File: src/hdl/cfg_regs.svh
/*
  Register map, field positions, reset values and timing counts for the
  test-signal, reference/op-amp and fault-threshold configuration bank.
  Assumes inclusion by bare name from the design files.
*/
`ifndef CFG_REGS_SVH
`define CFG_REGS_SVH

// Register indexes; byte address is four times the index
`define TEST_CFG_IDX 6'h02
`define REF_CFG_IDX 6'h03
`define FAULT_CTL_IDX 6'h04

// Stored reset values
`define TEST_CFG_RST 8'h00
`define REF_CFG_RST 8'he0
`define FAULT_CTL_RST 8'h00

// Field positions
`define TEST_SRC_BIT 4
`define TEST_AMP_BIT 2
`define TEST_RATE_LSB 0
`define REF_LEVEL_BIT 5
`define AMP_BIAS_BIT 3
`define AMP_EN_BIT 2
`define REF_STATUS_BIT 0
`define COMP_LEVEL_LSB 5

// Reserved bits forced to one or zero
`define TEST_ONES_MASK 8'he0
`define TEST_ZERO_MASK 8'h08
`define REF_ONES_MASK 8'hc0
`define REF_ZERO_MASK 8'h13
`define FAULT_ONES_MASK 8'h00
`define FAULT_ZERO_MASK 8'h1f

// Test rate codes
`define RATE_SLOW 2'h0
`define RATE_FAST 2'h1
`define RATE_UNUSED 2'h2
`define RATE_DC 2'h3

// Calibration pulse periods in master clock cycles
`define SLOW_PERIOD_CYC 2097152
`define FAST_PERIOD_CYC 1048576

// Threshold reset values (per mille) and their sum
`define HIGH_TH_RST 10'h3b6
`define LOW_TH_RST 10'h032
`define PERMILLE_FULL 11'h3e8

`endif

File: src/hdl/cfg_pkg.sv
/*
  Shared types of the configuration bank.
  Assumes nothing beyond a SystemVerilog compiler.
*/
package cfg_pkg;
  typedef logic [7:0] reg_byte_type;   // One register byte
  typedef logic [9:0] permille_type;   // Threshold in tenths of a percent
  typedef logic [1:0] rate_code_type;  // Test rate code
  typedef logic [2:0] comp_level_type; // Comparator level code
endpackage

File: src/hdl/cal_if.sv
/*
  Carrier between the register bank and the calibration pulse generator.
  Assumes both ends run on the same clock.
*/
interface cal_if;
  logic enable;                    // Internal test source selected
  cfg_pkg::rate_code_type rate_sel; // Requested rate
  logic wave;                      // Generated test level

  modport ctrl (output enable, output rate_sel, input wave);
  modport gen (input enable, input rate_sel, output wave);
endinterface

File: src/hdl/calib_pulse_gen.sv
/*
  Calibration test-signal generator: square wave at the clock divided by
  the selected period, a steady high level for dc, low otherwise.
  Assumes pclk is the master clock and ce freezes all state.
*/
`include "cfg_regs.svh"

module calib_pulse_gen #(
  parameter int SLOW_PERIOD = `SLOW_PERIOD_CYC,
  parameter int FAST_PERIOD = `FAST_PERIOD_CYC
) (
  // Clock and reset
  input wire logic pclk,
  input wire logic presetn,
  input wire logic ce,
  // Control side
  cal_if.gen cal
);

  // Half periods less one, at counter width
  localparam logic [20:0] SLOW_HALF_M1 = 21'(SLOW_PERIOD / 2 - 1);
  localparam logic [20:0] FAST_HALF_M1 = 21'(FAST_PERIOD / 2 - 1);

  logic [20:0] cnt_r;   // Cycles into the current half period
  logic [20:0] half_m1; // Terminal count for the chosen rate
  logic pulsing;        // A pulsed rate is active
  logic wave_r;         // Output level
  logic wrap;           // Half period complete

  // Terminal count follows the rate code
  assign half_m1 = (cal.rate_sel == `RATE_FAST) ? FAST_HALF_M1 : SLOW_HALF_M1;
  assign pulsing = cal.enable &&
                   (cal.rate_sel == `RATE_SLOW || cal.rate_sel == `RATE_FAST);
  assign wrap = (cnt_r >= half_m1);
  assign cal.wave = wave_r;

  // Period counter; restarts whenever pulsing stops
  always_ff @(posedge pclk or negedge presetn) begin
    if (!presetn) begin
      cnt_r <= 21'h000000;
    end else if (ce) begin
      if (!pulsing || wrap) begin
        cnt_r <= 21'h000000;
      end else begin
        cnt_r <= cnt_r + 21'h000001;
      end
    end
  end

  // Output level per rate code
  always_ff @(posedge pclk or negedge presetn) begin
    if (!presetn) begin
      wave_r <= 1'b0;
    end else if (ce) begin
      if (!cal.enable) begin
        wave_r <= 1'b0; // External source: internal generator quiet
      end else begin
        case (cal.rate_sel)
          `RATE_SLOW, `RATE_FAST: begin
            if (wrap) begin
              wave_r <= !wave_r;
            end
          end
          `RATE_DC: begin
            wave_r <= 1'b1;
          end
          default: begin
            wave_r <= 1'b0; // Unused code
          end
        endcase
      end
    end
  end
endmodule

File: src/hdl/adc_cfg_regs.sv
/*
  APB register bank holding the test-signal, reference/op-amp and
  fault-threshold configuration of an eight-channel converter front end.
  Drives the analog controls and the calibration pulse generator.
  Assumes a single clock pclk at 125 MHz and an APB master on the bus.
*/
// The APB slave port was decided locally.
`include "cfg_regs.svh"

// Operation
// - Source bit: 0 external, 1 internal test
// - Amplitude bit: 0 single, 1 double calibration step
// - Rate: 00 slow, 01 fast, 11 dc
// - Reference bit: 0 gives 2.4 V, 1 gives 4 V
// - Bias bit: 0 external pin, 1 supply midpoint
// - Op-amp enable active high, resets off
// - Level code sets high-side threshold table
// - Same code sets low-side threshold table
// - Listed reserved bits always read one
// - Listed reserved bits always read zero
// - Reference bit1 reads zero, bit0 read-only status
// - Reference register resets E0h, fault 00h
module adc_cfg_regs #(
  parameter int SLOW_PERIOD = `SLOW_PERIOD_CYC, // Cycles per slow period
  parameter int FAST_PERIOD = `FAST_PERIOD_CYC  // Cycles per fast period
) (
  // Clock, reset and freeze
  input wire logic pclk,
  input wire logic presetn,
  input wire logic ce,
  // APB slave
  input wire logic psel,
  input wire logic penable,
  input wire logic pwrite,
  input wire logic [7:0] paddr,
  input wire logic [31:0] pwdata,
  output logic [31:0] prdata,
  output logic pready,
  output logic pslverr,
  // Read-only status from the analog side
  input wire logic ref_status_in,
  // Test signal controls
  output logic test_src_sel,
  output logic calib_amp_double,
  output cfg_pkg::rate_code_type calib_rate_sel,
  output logic calib_wave,
  // Reference and op-amp controls
  output logic reference_level_sel,
  output logic amp_bias_source_sel,
  output logic amp_enable,
  // Fault comparator controls
  output cfg_pkg::comp_level_type comparator_level_sel,
  output cfg_pkg::permille_type comp_high_permille,
  output cfg_pkg::permille_type comp_low_permille
);

  // Stored register bytes
  cfg_pkg::reg_byte_type test_cfg_r;  // Test signal configuration
  cfg_pkg::reg_byte_type ref_cfg_r;   // Reference and op-amp configuration
  cfg_pkg::reg_byte_type fault_ctl_r; // Fault threshold control

  // Bus decode
  logic hit_test;    // Address selects test configuration
  logic hit_ref;     // Address selects reference configuration
  logic hit_fault;   // Address selects fault control
  logic mapped;      // Any register selected
  logic done;        // Transfer completes at this edge
  logic wr_test;     // Write to test configuration
  logic wr_ref;      // Write to reference configuration
  logic wr_fault;    // Write to fault control
  logic rd_ready_r;  // Read data has been captured
  logic [31:0] prdata_r; // Captured read data

  // Threshold outputs
  cfg_pkg::permille_type high_th_r; // High-side threshold
  cfg_pkg::permille_type low_th_r;  // Low-side threshold

  // Link to the pulse generator
  cal_if cal ();

  // Word match on index, aligned addresses only
  function automatic logic addr_hit(input logic [7:0] addr, input logic [5:0] idx);
    return (addr[7:2] == idx) && (addr[1:0] == 2'b00);
  endfunction

  // Forces reserved bits to their fixed levels
  function automatic cfg_pkg::reg_byte_type fix_byte(
    input cfg_pkg::reg_byte_type val,
    input cfg_pkg::reg_byte_type ones,
    input cfg_pkg::reg_byte_type zeros
  );
    return (val | ones) & ~zeros;
  endfunction

  // High-side threshold per level code, per mille
  function automatic cfg_pkg::permille_type high_permille(input cfg_pkg::comp_level_type lvl);
    case (lvl)
      3'h0: return 10'h3b6; // 95 %
      3'h1: return 10'h39d; // 92.5 %
      3'h2: return 10'h384; // 90 %
      3'h3: return 10'h36b; // 87.5 %
      3'h4: return 10'h352; // 85 %
      3'h5: return 10'h320; // 80 %
      3'h6: return 10'h2ee; // 75 %
      default: return 10'h2bc; // 70 %
    endcase
  endfunction

  // Low-side threshold per level code, per mille
  function automatic cfg_pkg::permille_type low_permille(input cfg_pkg::comp_level_type lvl);
    case (lvl)
      3'h0: return 10'h032; // 5 %
      3'h1: return 10'h04b; // 7.5 %
      3'h2: return 10'h064; // 10 %
      3'h3: return 10'h07d; // 12.5 %
      3'h4: return 10'h096; // 15 %
      3'h5: return 10'h0c8; // 20 %
      3'h6: return 10'h0fa; // 25 %
      default: return 10'h12c; // 30 %
    endcase
  endfunction

  // Address decode
  assign hit_test = addr_hit(paddr, `TEST_CFG_IDX);
  assign hit_ref = addr_hit(paddr, `REF_CFG_IDX);
  assign hit_fault = addr_hit(paddr, `FAULT_CTL_IDX);
  assign mapped = hit_test || hit_ref || hit_fault;

  // Writes finish at once; reads wait for captured data; ce low stalls
  assign pready = ce && (pwrite || rd_ready_r);
  assign pslverr = psel && penable && pready && !mapped;
  assign done = psel && penable && pready;
  assign wr_test = done && pwrite && hit_test;
  assign wr_ref = done && pwrite && hit_ref;
  assign wr_fault = done && pwrite && hit_fault;
  assign prdata = prdata_r;

  // Read-data capture flag, cleared as the read completes
  always_ff @(posedge pclk or negedge presetn) begin
    if (!presetn) begin
      rd_ready_r <= 1'b0;
    end else if (ce) begin
      rd_ready_r <= psel && !pwrite && !done;
    end
  end

  // Read data, captured from the live register state
  always_ff @(posedge pclk or negedge presetn) begin
    if (!presetn) begin
      prdata_r <= 32'h00000000;
    end else if (ce && psel && !pwrite) begin
      if (hit_test) begin
        prdata_r <= {24'h000000,
                     fix_byte(test_cfg_r, `TEST_ONES_MASK, `TEST_ZERO_MASK)};
      end else if (hit_ref) begin
        prdata_r <= {24'h000000,
                     fix_byte(ref_cfg_r, `REF_ONES_MASK, `REF_ZERO_MASK)
                     | {7'h00, ref_status_in}};
      end else if (hit_fault) begin
        prdata_r <= {24'h000000,
                     fix_byte(fault_ctl_r, `FAULT_ONES_MASK, `FAULT_ZERO_MASK)};
      end else begin
        prdata_r <= 32'h00000000; // Unmapped reads as zero
      end
    end
  end

  // Test signal configuration register
  always_ff @(posedge pclk or negedge presetn) begin
    if (!presetn) begin
      test_cfg_r <= `TEST_CFG_RST;
    end else if (ce && wr_test) begin
      test_cfg_r <= fix_byte(pwdata[7:0], `TEST_ONES_MASK, `TEST_ZERO_MASK);
    end
  end

  // Reference and op-amp configuration register
  always_ff @(posedge pclk or negedge presetn) begin
    if (!presetn) begin
      ref_cfg_r <= `REF_CFG_RST;
    end else if (ce && wr_ref) begin
      ref_cfg_r <= fix_byte(pwdata[7:0], `REF_ONES_MASK, `REF_ZERO_MASK);
    end
  end

  // Fault threshold control register
  always_ff @(posedge pclk or negedge presetn) begin
    if (!presetn) begin
      fault_ctl_r <= `FAULT_CTL_RST;
    end else if (ce && wr_fault) begin
      fault_ctl_r <= fix_byte(pwdata[7:0], `FAULT_ONES_MASK, `FAULT_ZERO_MASK);
    end
  end

  // Threshold levels follow the level code one cycle later
  always_ff @(posedge pclk or negedge presetn) begin
    if (!presetn) begin
      high_th_r <= `HIGH_TH_RST;
      low_th_r <= `LOW_TH_RST;
    end else if (ce) begin
      high_th_r <= high_permille(comparator_level_sel);
      low_th_r <= low_permille(comparator_level_sel);
    end
  end

  // Field outputs straight from the stored bytes; thresholds from high_th_r and low_th_r
  assign test_src_sel = test_cfg_r[`TEST_SRC_BIT];
  assign calib_amp_double = test_cfg_r[`TEST_AMP_BIT];
  assign calib_rate_sel = test_cfg_r[`TEST_RATE_LSB +: 2];
  assign reference_level_sel = ref_cfg_r[`REF_LEVEL_BIT];
  assign amp_bias_source_sel = ref_cfg_r[`AMP_BIAS_BIT];
  assign amp_enable = ref_cfg_r[`AMP_EN_BIT];
  assign comparator_level_sel = fault_ctl_r[`COMP_LEVEL_LSB +: 3];
  assign comp_high_permille = high_th_r;
  assign comp_low_permille = low_th_r;

  // Generator runs only for the internal source
  assign cal.enable = test_src_sel;
  assign cal.rate_sel = calib_rate_sel;
  assign calib_wave = cal.wave;

  // Calibration pulse generator
  calib_pulse_gen #(
    .SLOW_PERIOD(SLOW_PERIOD),
    .FAST_PERIOD(FAST_PERIOD)
  ) u_pulse (
    .pclk(pclk),
    .presetn(presetn),
    .ce(ce),
    .cal(cal.gen)
  );
endmodule

File: config.mk
export PLATFORM = sky130hd
export DESIGN_NAME = adc_cfg_regs
export DESIGN_NICKNAME = d
export VERILOG_FILES = /design/src/hdl/cfg_pkg.sv /design/src/hdl/cal_if.sv /design/src/hdl/calib_pulse_gen.sv /design/src/hdl/adc_cfg_regs.sv
export VERILOG_INCLUDE_DIRS = /design/src /design/src/hdl
export SDC_FILE = /design/constraint.sdc
export NUM_CORES = 1
export LEC_CHECK = 0
export BUFFER_PORTS_ARGS = -buffer_cell sky130_fd_sc_hd__buf_4
export CAP_MARGIN = 20
export CORE_MARGIN = 3
export CORE_UTILIZATION = 45
export DETAILED_ROUTE_END_ITERATION = 10
export PLACE_DENSITY = 0.77
export SLEW_MARGIN = 40
export SYNTH_ARGS = -nofsm -noshare
export SYNTH_HDL_FRONTEND = slang
export SYNTH_SLANG_ARGS = --single-unit
export TNS_END_PERCENT = 5
File: constraint.sdc
create_clock -name pclk -period 2.2 [get_ports pclk]
set_clock_uncertainty 0.15 [all_clocks]
set_input_delay 0.22 -clock pclk [delete_from_list [all_inputs] [get_ports pclk]]
set_output_delay 0.22 -clock pclk [all_outputs]
set_load 0.05 [all_outputs]
==> qor.csv, run 1 <==
stage,metric,value,unit
layout,final_design_area_no_fill,3710,um2
floorplanning,io-pin-count,112,
timing,tightest_slew,0.703,ns
clock_network,cts_buffer_depth,2,
layout,final_cell_mix,"buf_4, dfrtp_1, conb_1",
layout,fill_cells,571,
setup_path,cp.required,1.83,ns
power,p_leak,1.71,nW
timing,hold_viol,0,
timing,maxSlewViolCount,0,
detailed_routing,wirelength,6.28,mm
timing,setup_tns,0,ns
yosys,syn_inst,304,
yosys,synth_cell_types,45,
global_route,grt_pass1_wl,10.7,mm
setup_path,crit_path_end_kind,output pin,
timing,fin_crit_sh,92.9,%
clock_network,root_buffer,clkbuf_8,
yosys,synth-seq-area-share,47.0,%
clock_network,clkTransAtPathRegs,0.11,ns
setup_path,rr_worst_depth,6,
power,vdd_drop_max,0.334,mV
clock_network,cts-buffers-inserted,5,
setup_path,crit_path_cell_trace,buf_4 > or4_4 > buf_4 > nor4_1 > buf_4 > nor3_2 > buf_4,
hold_path,hold_class,in2reg,
timing,setup_viol,0,
setup_path,startpoint_type,primary input,
hold_path,min_path_cells,2,
floorplanning,die_w,87.7,um
layout,area_growth,23.6,%
yosys,async_flop_share,100,%
layout,nNetsFinal,425,
status,status,"complete, no violations",
setup_path,max_stage_delay,0.53,ns
setup_path,arrival,1.67,ns
global_route,antenna_found_initial,0,
detailed_routing,vias,2414,
layout,final_common_cell,buf_4,
hold_path,worstHoldStart,ce,
layout,diodes,0,
clock_network,clkSinkCount,56,
global_route,grt_pass1_vias,2302,
floorplanning,start_util,46.8,%
setup_path,rrSetupSlack,0.21,ns
setup_path,slowest_stage,or4_4,
floorplanning,die_h,87.7,um
detailed_routing,first_pass_iters,4,
detailed_routing,drt_iter0_markers,127,
timing,relSlewSlack,53.1,%
global_route,grt_use_total,17.3,%
setup_path,path_buf_inv,4,
power,power.total,2.06,mW
placement,place_area,3490,um2
floorplanning,core_area,6420,um2
setup_path,r2r-start,test_cfg_r[0]$_DFFE_PN0P_,
placement,gp_congestion,0.802,
detailed_routing,wire_per_inst,13.9,um
floorplanning,dieArea,7690,um2
job,maxCapViolCount,0,
global_route,overflow,0,
clock_network,clock_latency,0.32,ns
layout,drive_above_1_share,31.1,%
setup_path,crit_path_frequent_cell,buf_4,
global_route,grt_max_degree,57,
timing,rsz0062_at_grt,no,
yosys,synth_area,3000,um2
yosys,yosysWarnings,0,
yosys,synth-seq-cells,56,
placement,hpwl,4.61,mm
floorplanning,row_count,29,
setup_path,worstPathMaxFanout,4,
timing,fmax,489,MHz
hold_path,hold_end,rd_ready_r$_DFFE_PN0P_,
placement,numPortBuffers,61,
setup_path,reg2reg_to,u_pulse.cnt_r[0]$_DFFE_PN0P_,
yosys,synth-main-ff-cell,dfrtp_1,
setup_path,critPathKind,in2out,
clock_network,h-tree-depth,2,
detailed_routing,ant_nets,0,
yosys,syn_avg_cell_area,9.88,um2
clock_network,cts_tree,built,
power,power_density,554,nW/um2
detailed_routing,drc_errors,0,
layout,fin_util,57.8,%
timing,period_minus_slack,2.04,ns
detailed_routing,vias_per_cell,5.33,
setup_path,critPathTopFamily,simple AND/OR/NAND/NOR gates,
yosys,synth-edff-count,0,
layout make-up:
class                           count  area, um2  area share, %
Sequential cell                    56       1410           38.1
Timing Repair Buffer               84        666           17.9
Inverter                            8       30.0          0.809
Multi-Input combinational cell    220       1390           37.5
Clock inverter                      3       46.3           1.25
Clock buffer                        5       68.8           1.85
Tap cell                           77       96.3           2.60
sequential cells by signal, indices dropped and copies added (netlist names):
name,flops
comp_high_permille,8
comp_low_permille,7
fault_ctl_r,3
prdata,8
rd_ready_r,1
ref_cfg_r,3
test_cfg_r,4
u_pulse.cal.wave,1
u_pulse.cnt_r,21
synth_stat cells, types with 2 or more instances:
cell       count  area (um2)
and3_1         5        31.3
xnor2_1        2        17.5
mux2i_1        4        40.0
clkbuf_1      10        37.5
mux2_2        15         169
nor2b_1        4        25.0
nor2_1        23        86.3
nand2b_1       2        12.5
ha_1           2        25.0
nand3b_1       3        22.5
and2_1         3        18.8
or3_1          2        12.5
inv_1          8        30.0
nor3_4         2        32.5
buf_2          3        15.0
nand4_1        8        50.1
nand3_1        9        45.0
o21ai_0       16        80.1
nand2_1       22        82.6
xor2_1         8        70.1
a21oi_1       22         110
or4_1          7        52.6
dfrtp_1       48        1200
a22oi_1        2        15.0
a22o_1         2        17.5
o31ai_1        7        52.6
nor4_1         3        18.8
o2bb2ai_1      2        17.5
conb_1         2        7.51
nor3_1         4        20.0
dfstp_2        8         210
and4_1         3        26.3
a31oi_1        2        12.5
buf_4         30         225
per-layer routing:
layer	routed length [um]	track usage (%)	part of all wire [%]
met4	68	4.18	1.1
met2	3190	30.6	51
met5	0	0	0
met1	2720	21.7	43
met3	301	3.39	4.8
cell families (layout without fill, tap and decap cells):
family / after synthesis / in the layout / synth area share (%)
and+or+nand+nor: 106 / 106 / 19.8
AOI/OAI and AO/OA: 56 / 56 / 11.1
DFF: 56 / 56 / 47.0
buffers and inverters: 52 / 100 / 10.4
adders and majority gates: 3 / 3 / 1.50
muxes: 19 / 19 / 6.96
other: 2 / 26 / 0.250
xor gates and xnor gates: 10 / 10 / 2.92
metrics by stage:
| step | worst slack [ns] | hold WS [ns] | instances |
|---|---|---|---|
| final | 0.157 | 0.0133 | 453 |
| after detailed placement | -0.0446 | 0.177 | 436 |
| after global placement | 0.0526 | 0.168 | 436 |
| after global routing | 0.0367 | 0.00392 | 453 |
| after floorplan | -0.150 | -0.226 | 328 |
| after CTS | 0.0336 | 0.00856 | 453 |
worst max-delay path by stage:
| stage | start | cells past startpoint | endpoint | slack (ns) |
|---|---|---|---|---|
| after floorplan | test_cfg_r[1]$_DFFE_PN0P_ | 7 | u_pulse.cnt_r[18]$_DFFE_PN0P_ | -0.15 |
| after global placement | test_cfg_r[0]$_DFFE_PN0P_ | 7 | u_pulse.cnt_r[2]$_DFFE_PN0P_ | 0.05 |
| after detailed placement | test_cfg_r[0]$_DFFE_PN0P_ | 7 | u_pulse.cnt_r[2]$_DFFE_PN0P_ | -0.04 |
| after CTS | test_cfg_r[0]$_DFFE_PN0P_ | 6 | u_pulse.cnt_r[0]$_DFFE_PN0P_ | 0.03 |
| after global routing | test_cfg_r[0]$_DFFE_PN0P_ | 6 | u_pulse.cnt_r[6]$_DFFE_PN0P_ | 0.04 |
| final | paddr[0] | 7 | pslverr | 0.16 |
worst reg2reg max path, cell delays in order (launching register included):
cell	delay, ns
dfrtp_2	0.41
nor2b_1	0.13
ha_1	0.17
or4b_4	0.48
buf_4	0.16
or3_1	0.30
o2bb2ai_1	0.13
timing repair:
item	in CTS	in global routing
endpoints found under the hold margin	58	0
hold buffers	9	0
setup buffers	0	0
endpoints found under the setup margin	3	20
gates resized for setup	1	2
power breakdown:
| part | switching (mW) | internal, mW | total [mW] |
|---|---|---|---|
| sequential | 0.00932 | 1.04 | 1.05 |
| combinational | 0.219 | 0.0765 | 0.296 |
| clock | 0.361 | 0.346 | 0.707 |
| total | 0.590 | 1.47 | 2.06 |
Power figures use the tool's default switching activity.
==> inputs of run 2 (changes only) <==
Settings changed: CORE_ASPECT_RATIO from default to 1.25, RECOVER_POWER from default to 50.
==> qor.csv, run 2 (same netlist as run 1, synthesis figures left out) <==
stage,metric,value,unit,change
floorplanning,dieArea,7700,um2,about the same
setup_path,cp-startpoint,paddr[0],,
power,p_leak,1.70,nW,-0.61%
floorplanning,row_count,32,,+10%
clock_network,clock_latency,0.31,ns,about the same
detailed_routing,wirelength,6.44,mm,+2.6%
clock_network,cts_tree,built,,
global_route,grt_max_degree,57,,unchanged
layout,drive_above_1_share,28.9,%,-2.2 points
timing,fin_crit_sh,93.3,%,+0.47 points
power,vdd_drop_max,0.356,mV,+6.4%
layout,largest-register,u_pulse.cnt_r,,
placement,gp_congestion,0.769,,-4.1%
timing,tightest_slew,1.34,ns,+0.639 ns
setup_path,cp.depth,6,,-1
timing,maxSlewViolCount,0,,unchanged
layout,final_common_cell,buf_4,,
layout,final_cell_mix,"buf_4, dfrtp_1, conb_1",,
detailed_routing,drt_iter0_markers,98,,-23%
layout,final_design_area_no_fill,3750,um2,+1.1%
setup_path,critPathKind,in2out,,
detailed_routing,vias_per_cell,5.16,,-3.2%
placement,place_ws,0.0358,ns,+0.0804 ns
global_route,overflow,0,,unchanged
setup_path,crit_path_frequent_cell,buf_4,,
clock_network,h-tree-depth,2,,unchanged
detailed_routing,ant_nets,0,,unchanged
floorplanning,core_area,6330,um2,-1.5%
status,status,"complete, no violations",,
floorplanning,die_h,97.3,um,+11%
layout,diodes,0,,unchanged
global_route,grt_use_total,17.0,%,-0.32 points
setup_path,max_stage_delay,0.52,ns,about the same
setup_path,slowest_stage,or4_4,,
clock_network,root_buffer,clkbuf_8,,
timing,setup_viol,0,,unchanged
placement,place_area,3570,um2,+2.3%
detailed_routing,first_pass_iters,4,,unchanged
timing,relSlewSlack,10.5,%,-43 points
setup_path,rr_worst_depth,5,,-1
clock_network,cts_buffer_depth,2,,unchanged
setup_path,cp.required,1.83,ns,about the same
setup_path,path_buf_inv,3,,-1
placement,numPortBuffers,61,,unchanged
timing,period_minus_slack,2.05,ns,+0.0103 ns
floorplanning,die_w,79.1,um,-9.8%
setup_path,r2r-start,u_pulse.cnt_r[10]$_DFFE_PN0P_,,
setup_path,worstPathMaxFanout,4,,unchanged
setup_path,cp-endpoint,pslverr,,
clock_network,clkTransAtPathRegs,0.10,ns,about the same
timing,rsz0062_at_grt,no,,
clock_network,cts-buffers-inserted,5,,unchanged
floorplanning,io-pin-count,112,,unchanged
global_route,antenna_found_initial,0,,unchanged
detailed_routing,wire_per_inst,13.7,um,-1.5%
setup_path,startpoint_type,primary input,,
power,power_density,567,nW/um2,+2.3%
timing,setup_tns,0,ns,unchanged
timing,hold_viol,0,,unchanged
clock_network,clkSinkCount,56,,unchanged
layout,nNetsFinal,436,,+2.6%
timing,fmax,487,MHz,-0.50%
detailed_routing,drc_errors,0,,unchanged
setup_path,crit_path_end_kind,output pin,,
setup_path,arrival,1.68,ns,about the same
layout,fill_cells,557,,-2.5%
setup_path,reg2reg_to,u_pulse.cnt_r[17]$_DFFE_PN0P_,,
timing,fin_ws,0.146,ns,-0.0103 ns
setup_path,critPathTopFamily,simple AND/OR/NAND/NOR gates,,
global_route,grt_pass1_wl,10.7,mm,unchanged
placement,hpwl,4.65,mm,+1.0%
layout,area_growth,25.0,%,
detailed_routing,vias,2435,,+0.87%
setup_path,crit_path_cell_trace,buf_4 > or4_4 > buf_4 > nor3_1 > nor3_2 > buf_4,,
timing,fin_hold_ws,0.0846,ns,+0.0713 ns
floorplanning,start_util,47.5,%,+0.71 points
job,maxCapViolCount,0,,unchanged
setup_path,rrSetupSlack,0.19,ns,-0.02 ns
layout,largest_register_ff_count,21,,unchanged
hold_path,hold_class,in2reg,,
global_route,grt_pass1_vias,2353,,+2.2%
power,power.total,2.13,mW,+3.5%
## run 2: cell types whose count changed in the layout (fill, tap and decap cells not counted), sizes merged
cell    delta
buf        -7
bufinv     +1
clkbuf    +18
clkinv     -1
inv        -1
o31ai      +1
## run 2: what timing repair did
action / 4_1_cts / 5_1_grt
endpoints found under the setup margin: 0 / 18
endpoints found under the hold margin: 58 / 0
hold buffers: 9 / 0
buffers inserted: 0 / 0
resized for setup: 0 / 3
## run 2: worst min-delay path by stage
stage / start / end / slack, ns / cells past startpoint
global placement: presetn / ref_cfg_r[2]$_DFFE_PN0P_ / 0.16 / 1
finish: psel / rd_ready_r$_DFFE_PN0P_ / 0.08 / 3
detailed placement: presetn / ref_cfg_r[3]$_DFFE_PN0P_ / 0.17 / 1
floorplan: presetn / comp_high_permille[0]$_DFFE_PN0P_ / -0.23 / 0
global route: psel / rd_ready_r$_DFFE_PN0P_ / 0.09 / 3
CTS: psel / rd_ready_r$_DFFE_PN0P_ / 0.08 / 3
## run 2: worst min-delay path, stage by stage
cell and delay (ns):
buf_4 0.10, nand4b_1 0.09, o21ai_0 0.09
## run 2: power breakdown
group / internal [mW] / total [mW] / switching [mW] / leakage, nW
Sequential: 1.04 / 1.05 / 0.00889 / 0.746
Combinational: 0.0676 / 0.287 / 0.220 / 0.885
Clock: 0.455 / 0.787 / 0.332 / 0.0654
Total: 1.57 / 2.13 / 0.561 / 1.70
## run 2: metal layers
| layer | routed length [um] | vias up | share of wire [%] | GRT usage (%) |
|---|---|---|---|---|
| li1 | - | 1188 | - | - |
| met1 | 2680 | 1175 | 42 | 20.2 |
| met2 | 3370 | 65 | 52 | 29.9 |
| met3 | 323 | 7 | 5.0 | 3.71 |
| met4 | 76 | 0 | 1.2 | 5.69 |
| met5 | 0 | - | 0 | 0 |
## run 2: cell type report
cell class              instances  area, um2  share of cell area [%]
flip-flops and latches         56       1410                    37.6
multi-input cells             221       1410                    37.5
repair buffers                 94        666                    17.7
well taps                      85        106                    2.83
clock buffers                   6       72.6                    1.93
clock inverters                 2       60.1                    1.60
inverters                       8       30.0                   0.800
## run 2: metrics by stage
stage / utilization (%) / instances
2_1_floorplan: - / 328
3_3_place_gp: 56.3 / 454
3_5_place_dp: 56.5 / 454
4_1_cts: 60.0 / 471
5_1_grt: 59.3 / 472
6_report: 59.3 / 472
==> inputs of run 3 (changes only) <==
Settings changed: CORE_UTILIZATION 45 to 49, PLACE_DENSITY 0.77 to 0.8.
Clock period 2.2 ns to 2.35 ns, I/O delays scaled along.
==> qor.csv, run 3 (same netlist as run 1, synthesis figures left out) <==
stage,metric,value,unit,change
status,status,"complete, no violations",,
setup_path,critPathKind,reg2reg,,
clock_network,root_buffer,clkbuf_8,,
floorplanning,die_h,93.5,um,-3.9%
layout,final_cell_mix,"buf_4, dfrtp_1, conb_1",,
floorplanning,core_area,5860,um2,-7.4%
clock_network,clock_latency,0.29,ns,-0.02 ns
setup_path,crit_path_end_kind,flop,,
global_route,antenna_found_initial,0,,unchanged
floorplanning,dieArea,7110,um2,-7.6%
layout,area_growth,18.2,%,
timing,tightest_slew,1.33,ns,-0.0134 ns
setup_path,cp.depth,6,,unchanged
clock_network,clkSinkCount,56,,unchanged
timing,fin_hold_ws,0.0170,ns,-0.0676 ns
clock_network,post_cts_resized,0,,unchanged
layout,diodes,0,,unchanged
layout,fill_cells,529,,-5.0%
clock_network,cts_tree,built,,
placement,place_area,3490,um2,-2.2%
setup_path,startpoint_type,flop,,
detailed_routing,vias_per_cell,5.21,,+0.91%
setup_path,arrival,2.16,ns,+0.48 ns
setup_path,critPathTopFamily,simple AND/OR/NAND/NOR gates,,
setup_path,rr_worst_depth,6,,+1
setup_path,cp.required,2.35,ns,+0.52 ns
layout,multiInputGateArea,1390,um2,-1.5%
power,power.total,1.77,mW,-17%
placement,numPortBuffers,61,,unchanged
timing,setup_viol,0,,unchanged
layout,final_common_cell,buf_4,,
layout,final_design_area_no_fill,3550,um2,-5.4%
floorplanning,io-pin-count,112,,unchanged
layout,drive_above_1_share,26.2,%,-2.7 points
hold_path,hold_class,in2reg,,
setup_path,slowest_stage,or4b_2,,
floorplanning,row_count,31,,-3.1%
global_route,overflow,0,,unchanged
clock_network,cts_buffer_depth,2,,unchanged
floorplanning,die_w,76.0,um,-3.9%
clock_network,cts_hold_buf,1,,-8
power,p_leak,1.60,nW,-5.9%
layout,largest-register,u_pulse.cnt_r,,
detailed_routing,drc_errors,0,,unchanged
power,vdd_drop_max,0.350,mV,-1.5%
placement,gp_congestion,0.780,,+1.4%
clock_network,h-tree-depth,2,,unchanged
timing,maxSlewViolCount,0,,unchanged
setup_path,worstPathMaxFanout,17,,+13
timing,fin_crit_sh,91.8,%,
timing,rsz0062_at_grt,no,,
clock_network,clkTransAtPathRegs,0.09,ns,about the same
setup_path,crit_path_cell_trace,nor2b_1 > ha_1 > or4b_2 > nand2_1 > o31ai_4 > mux2i_1,,
setup_path,path_buf_inv,0,,-3
layout,regArea,1410,um2,about the same
detailed_routing,vias,2353,,-3.4%
job,maxCapViolCount,0,,unchanged
detailed_routing,ant_nets,0,,unchanged
clock_network,post-cts-setup-buffers,0,,unchanged
floorplanning,start_util,51.3,%,+3.8 points
hold_path,min_path_cells,2,,-1
timing,period_minus_slack,2.16,ns,
power,power_density,498,nW/um2,-12%
layout,fin_util,60.6,%,+1.3 points
detailed_routing,wire_per_inst,13.5,um,-0.89%
timing,relSlewSlack,11.4,%,+0.90 points
placement,hpwl,4.54,mm,-2.3%
clock_network,cts-buffers-inserted,5,,unchanged
global_route,grt_max_degree,57,,unchanged
detailed_routing,wirelength,6.12,mm,-5.1%
global_route,grt_use_total,17.3,%,+0.31 points
layout,nNetsFinal,419,,-3.9%
timing,fmax,464,MHz,
global_route,grt_pass1_vias,2201,,-6.5%
detailed_routing,drt_iter0_markers,89,,-9.2%
detailed_routing,first_pass_iters,5,,+1
timing,hold_viol,0,,unchanged
layout,largest_register_ff_count,21,,unchanged
global_route,grt_pass1_wl,10.2,mm,-4.8%
setup_path,max_stage_delay,0.69,ns,+0.17 ns
==> run 3: power by group <==
part | total (mW) | switching [mW] | internal [mW]
Combinational | 0.258 | 0.202 | 0.0560
Clock | 0.523 | 0.282 | 0.241
Sequential | 0.986 | 0.00893 | 0.977
Total | 1.77 | 0.493 | 1.27
==> run 3: layer usage <==
| metal | global-route usage, % | vias to the layer above | share of wire (%) |
|---|---|---|---|
| li1 | - | 1146 | - |
| met1 | 21.9 | 1130 | 43 |
| met2 | 30.5 | 72 | 52 |
| met3 | 3.18 | 5 | 4.3 |
| met4 | 4.68 | 0 | 0.70 |
| met5 | 0 | - | 0 |
==> run 3: final cells by class <==
class / count / share of cell area, %
flip-flops and latches: 56 / 39.8
clock buffers: 8 / 2.54
repair buffers: 78 / 14.9
inverters: 8 / 0.846
well taps: 82 / 2.89
multi-input cells: 220 / 39.0
==> run 3: through the flow <==
step | setup TNS (ns) | setup slack (ns) | cells
finish | 0 | 0.193 | 452
global route | 0 | 0.0724 | 452
CTS | 0 | 0.190 | 450
detailed placement | 0 | 0.158 | 441
global placement | 0 | 0.00238 | 441
floorplan | -0.0815 | -0.0217 | 328
==> run 3: worst paths after layout <==
kind | from | to | slack (ns)
max reg2reg | test_cfg_r[0]$_DFFE_PN0P_ | u_pulse.cal.wave$_DFFE_PN0P_ | 0.19
max | test_cfg_r[0]$_DFFE_PN0P_ | u_pulse.cal.wave$_DFFE_PN0P_ | 0.19
min reg2reg | comp_high_permille[4]$_DFFE_PN1P_ | comp_high_permille[4]$_DFFE_PN1P_ | 0.33
min in group asynchronous | presetn | u_pulse.cnt_r[17]$_DFFE_PN0P_ | 0.62
min | pwdata[3] | ref_cfg_r[3]$_DFFE_PN0P_ | 0.02
max in group asynchronous | presetn | u_pulse.cnt_r[3]$_DFFE_PN0P_ | 0.63
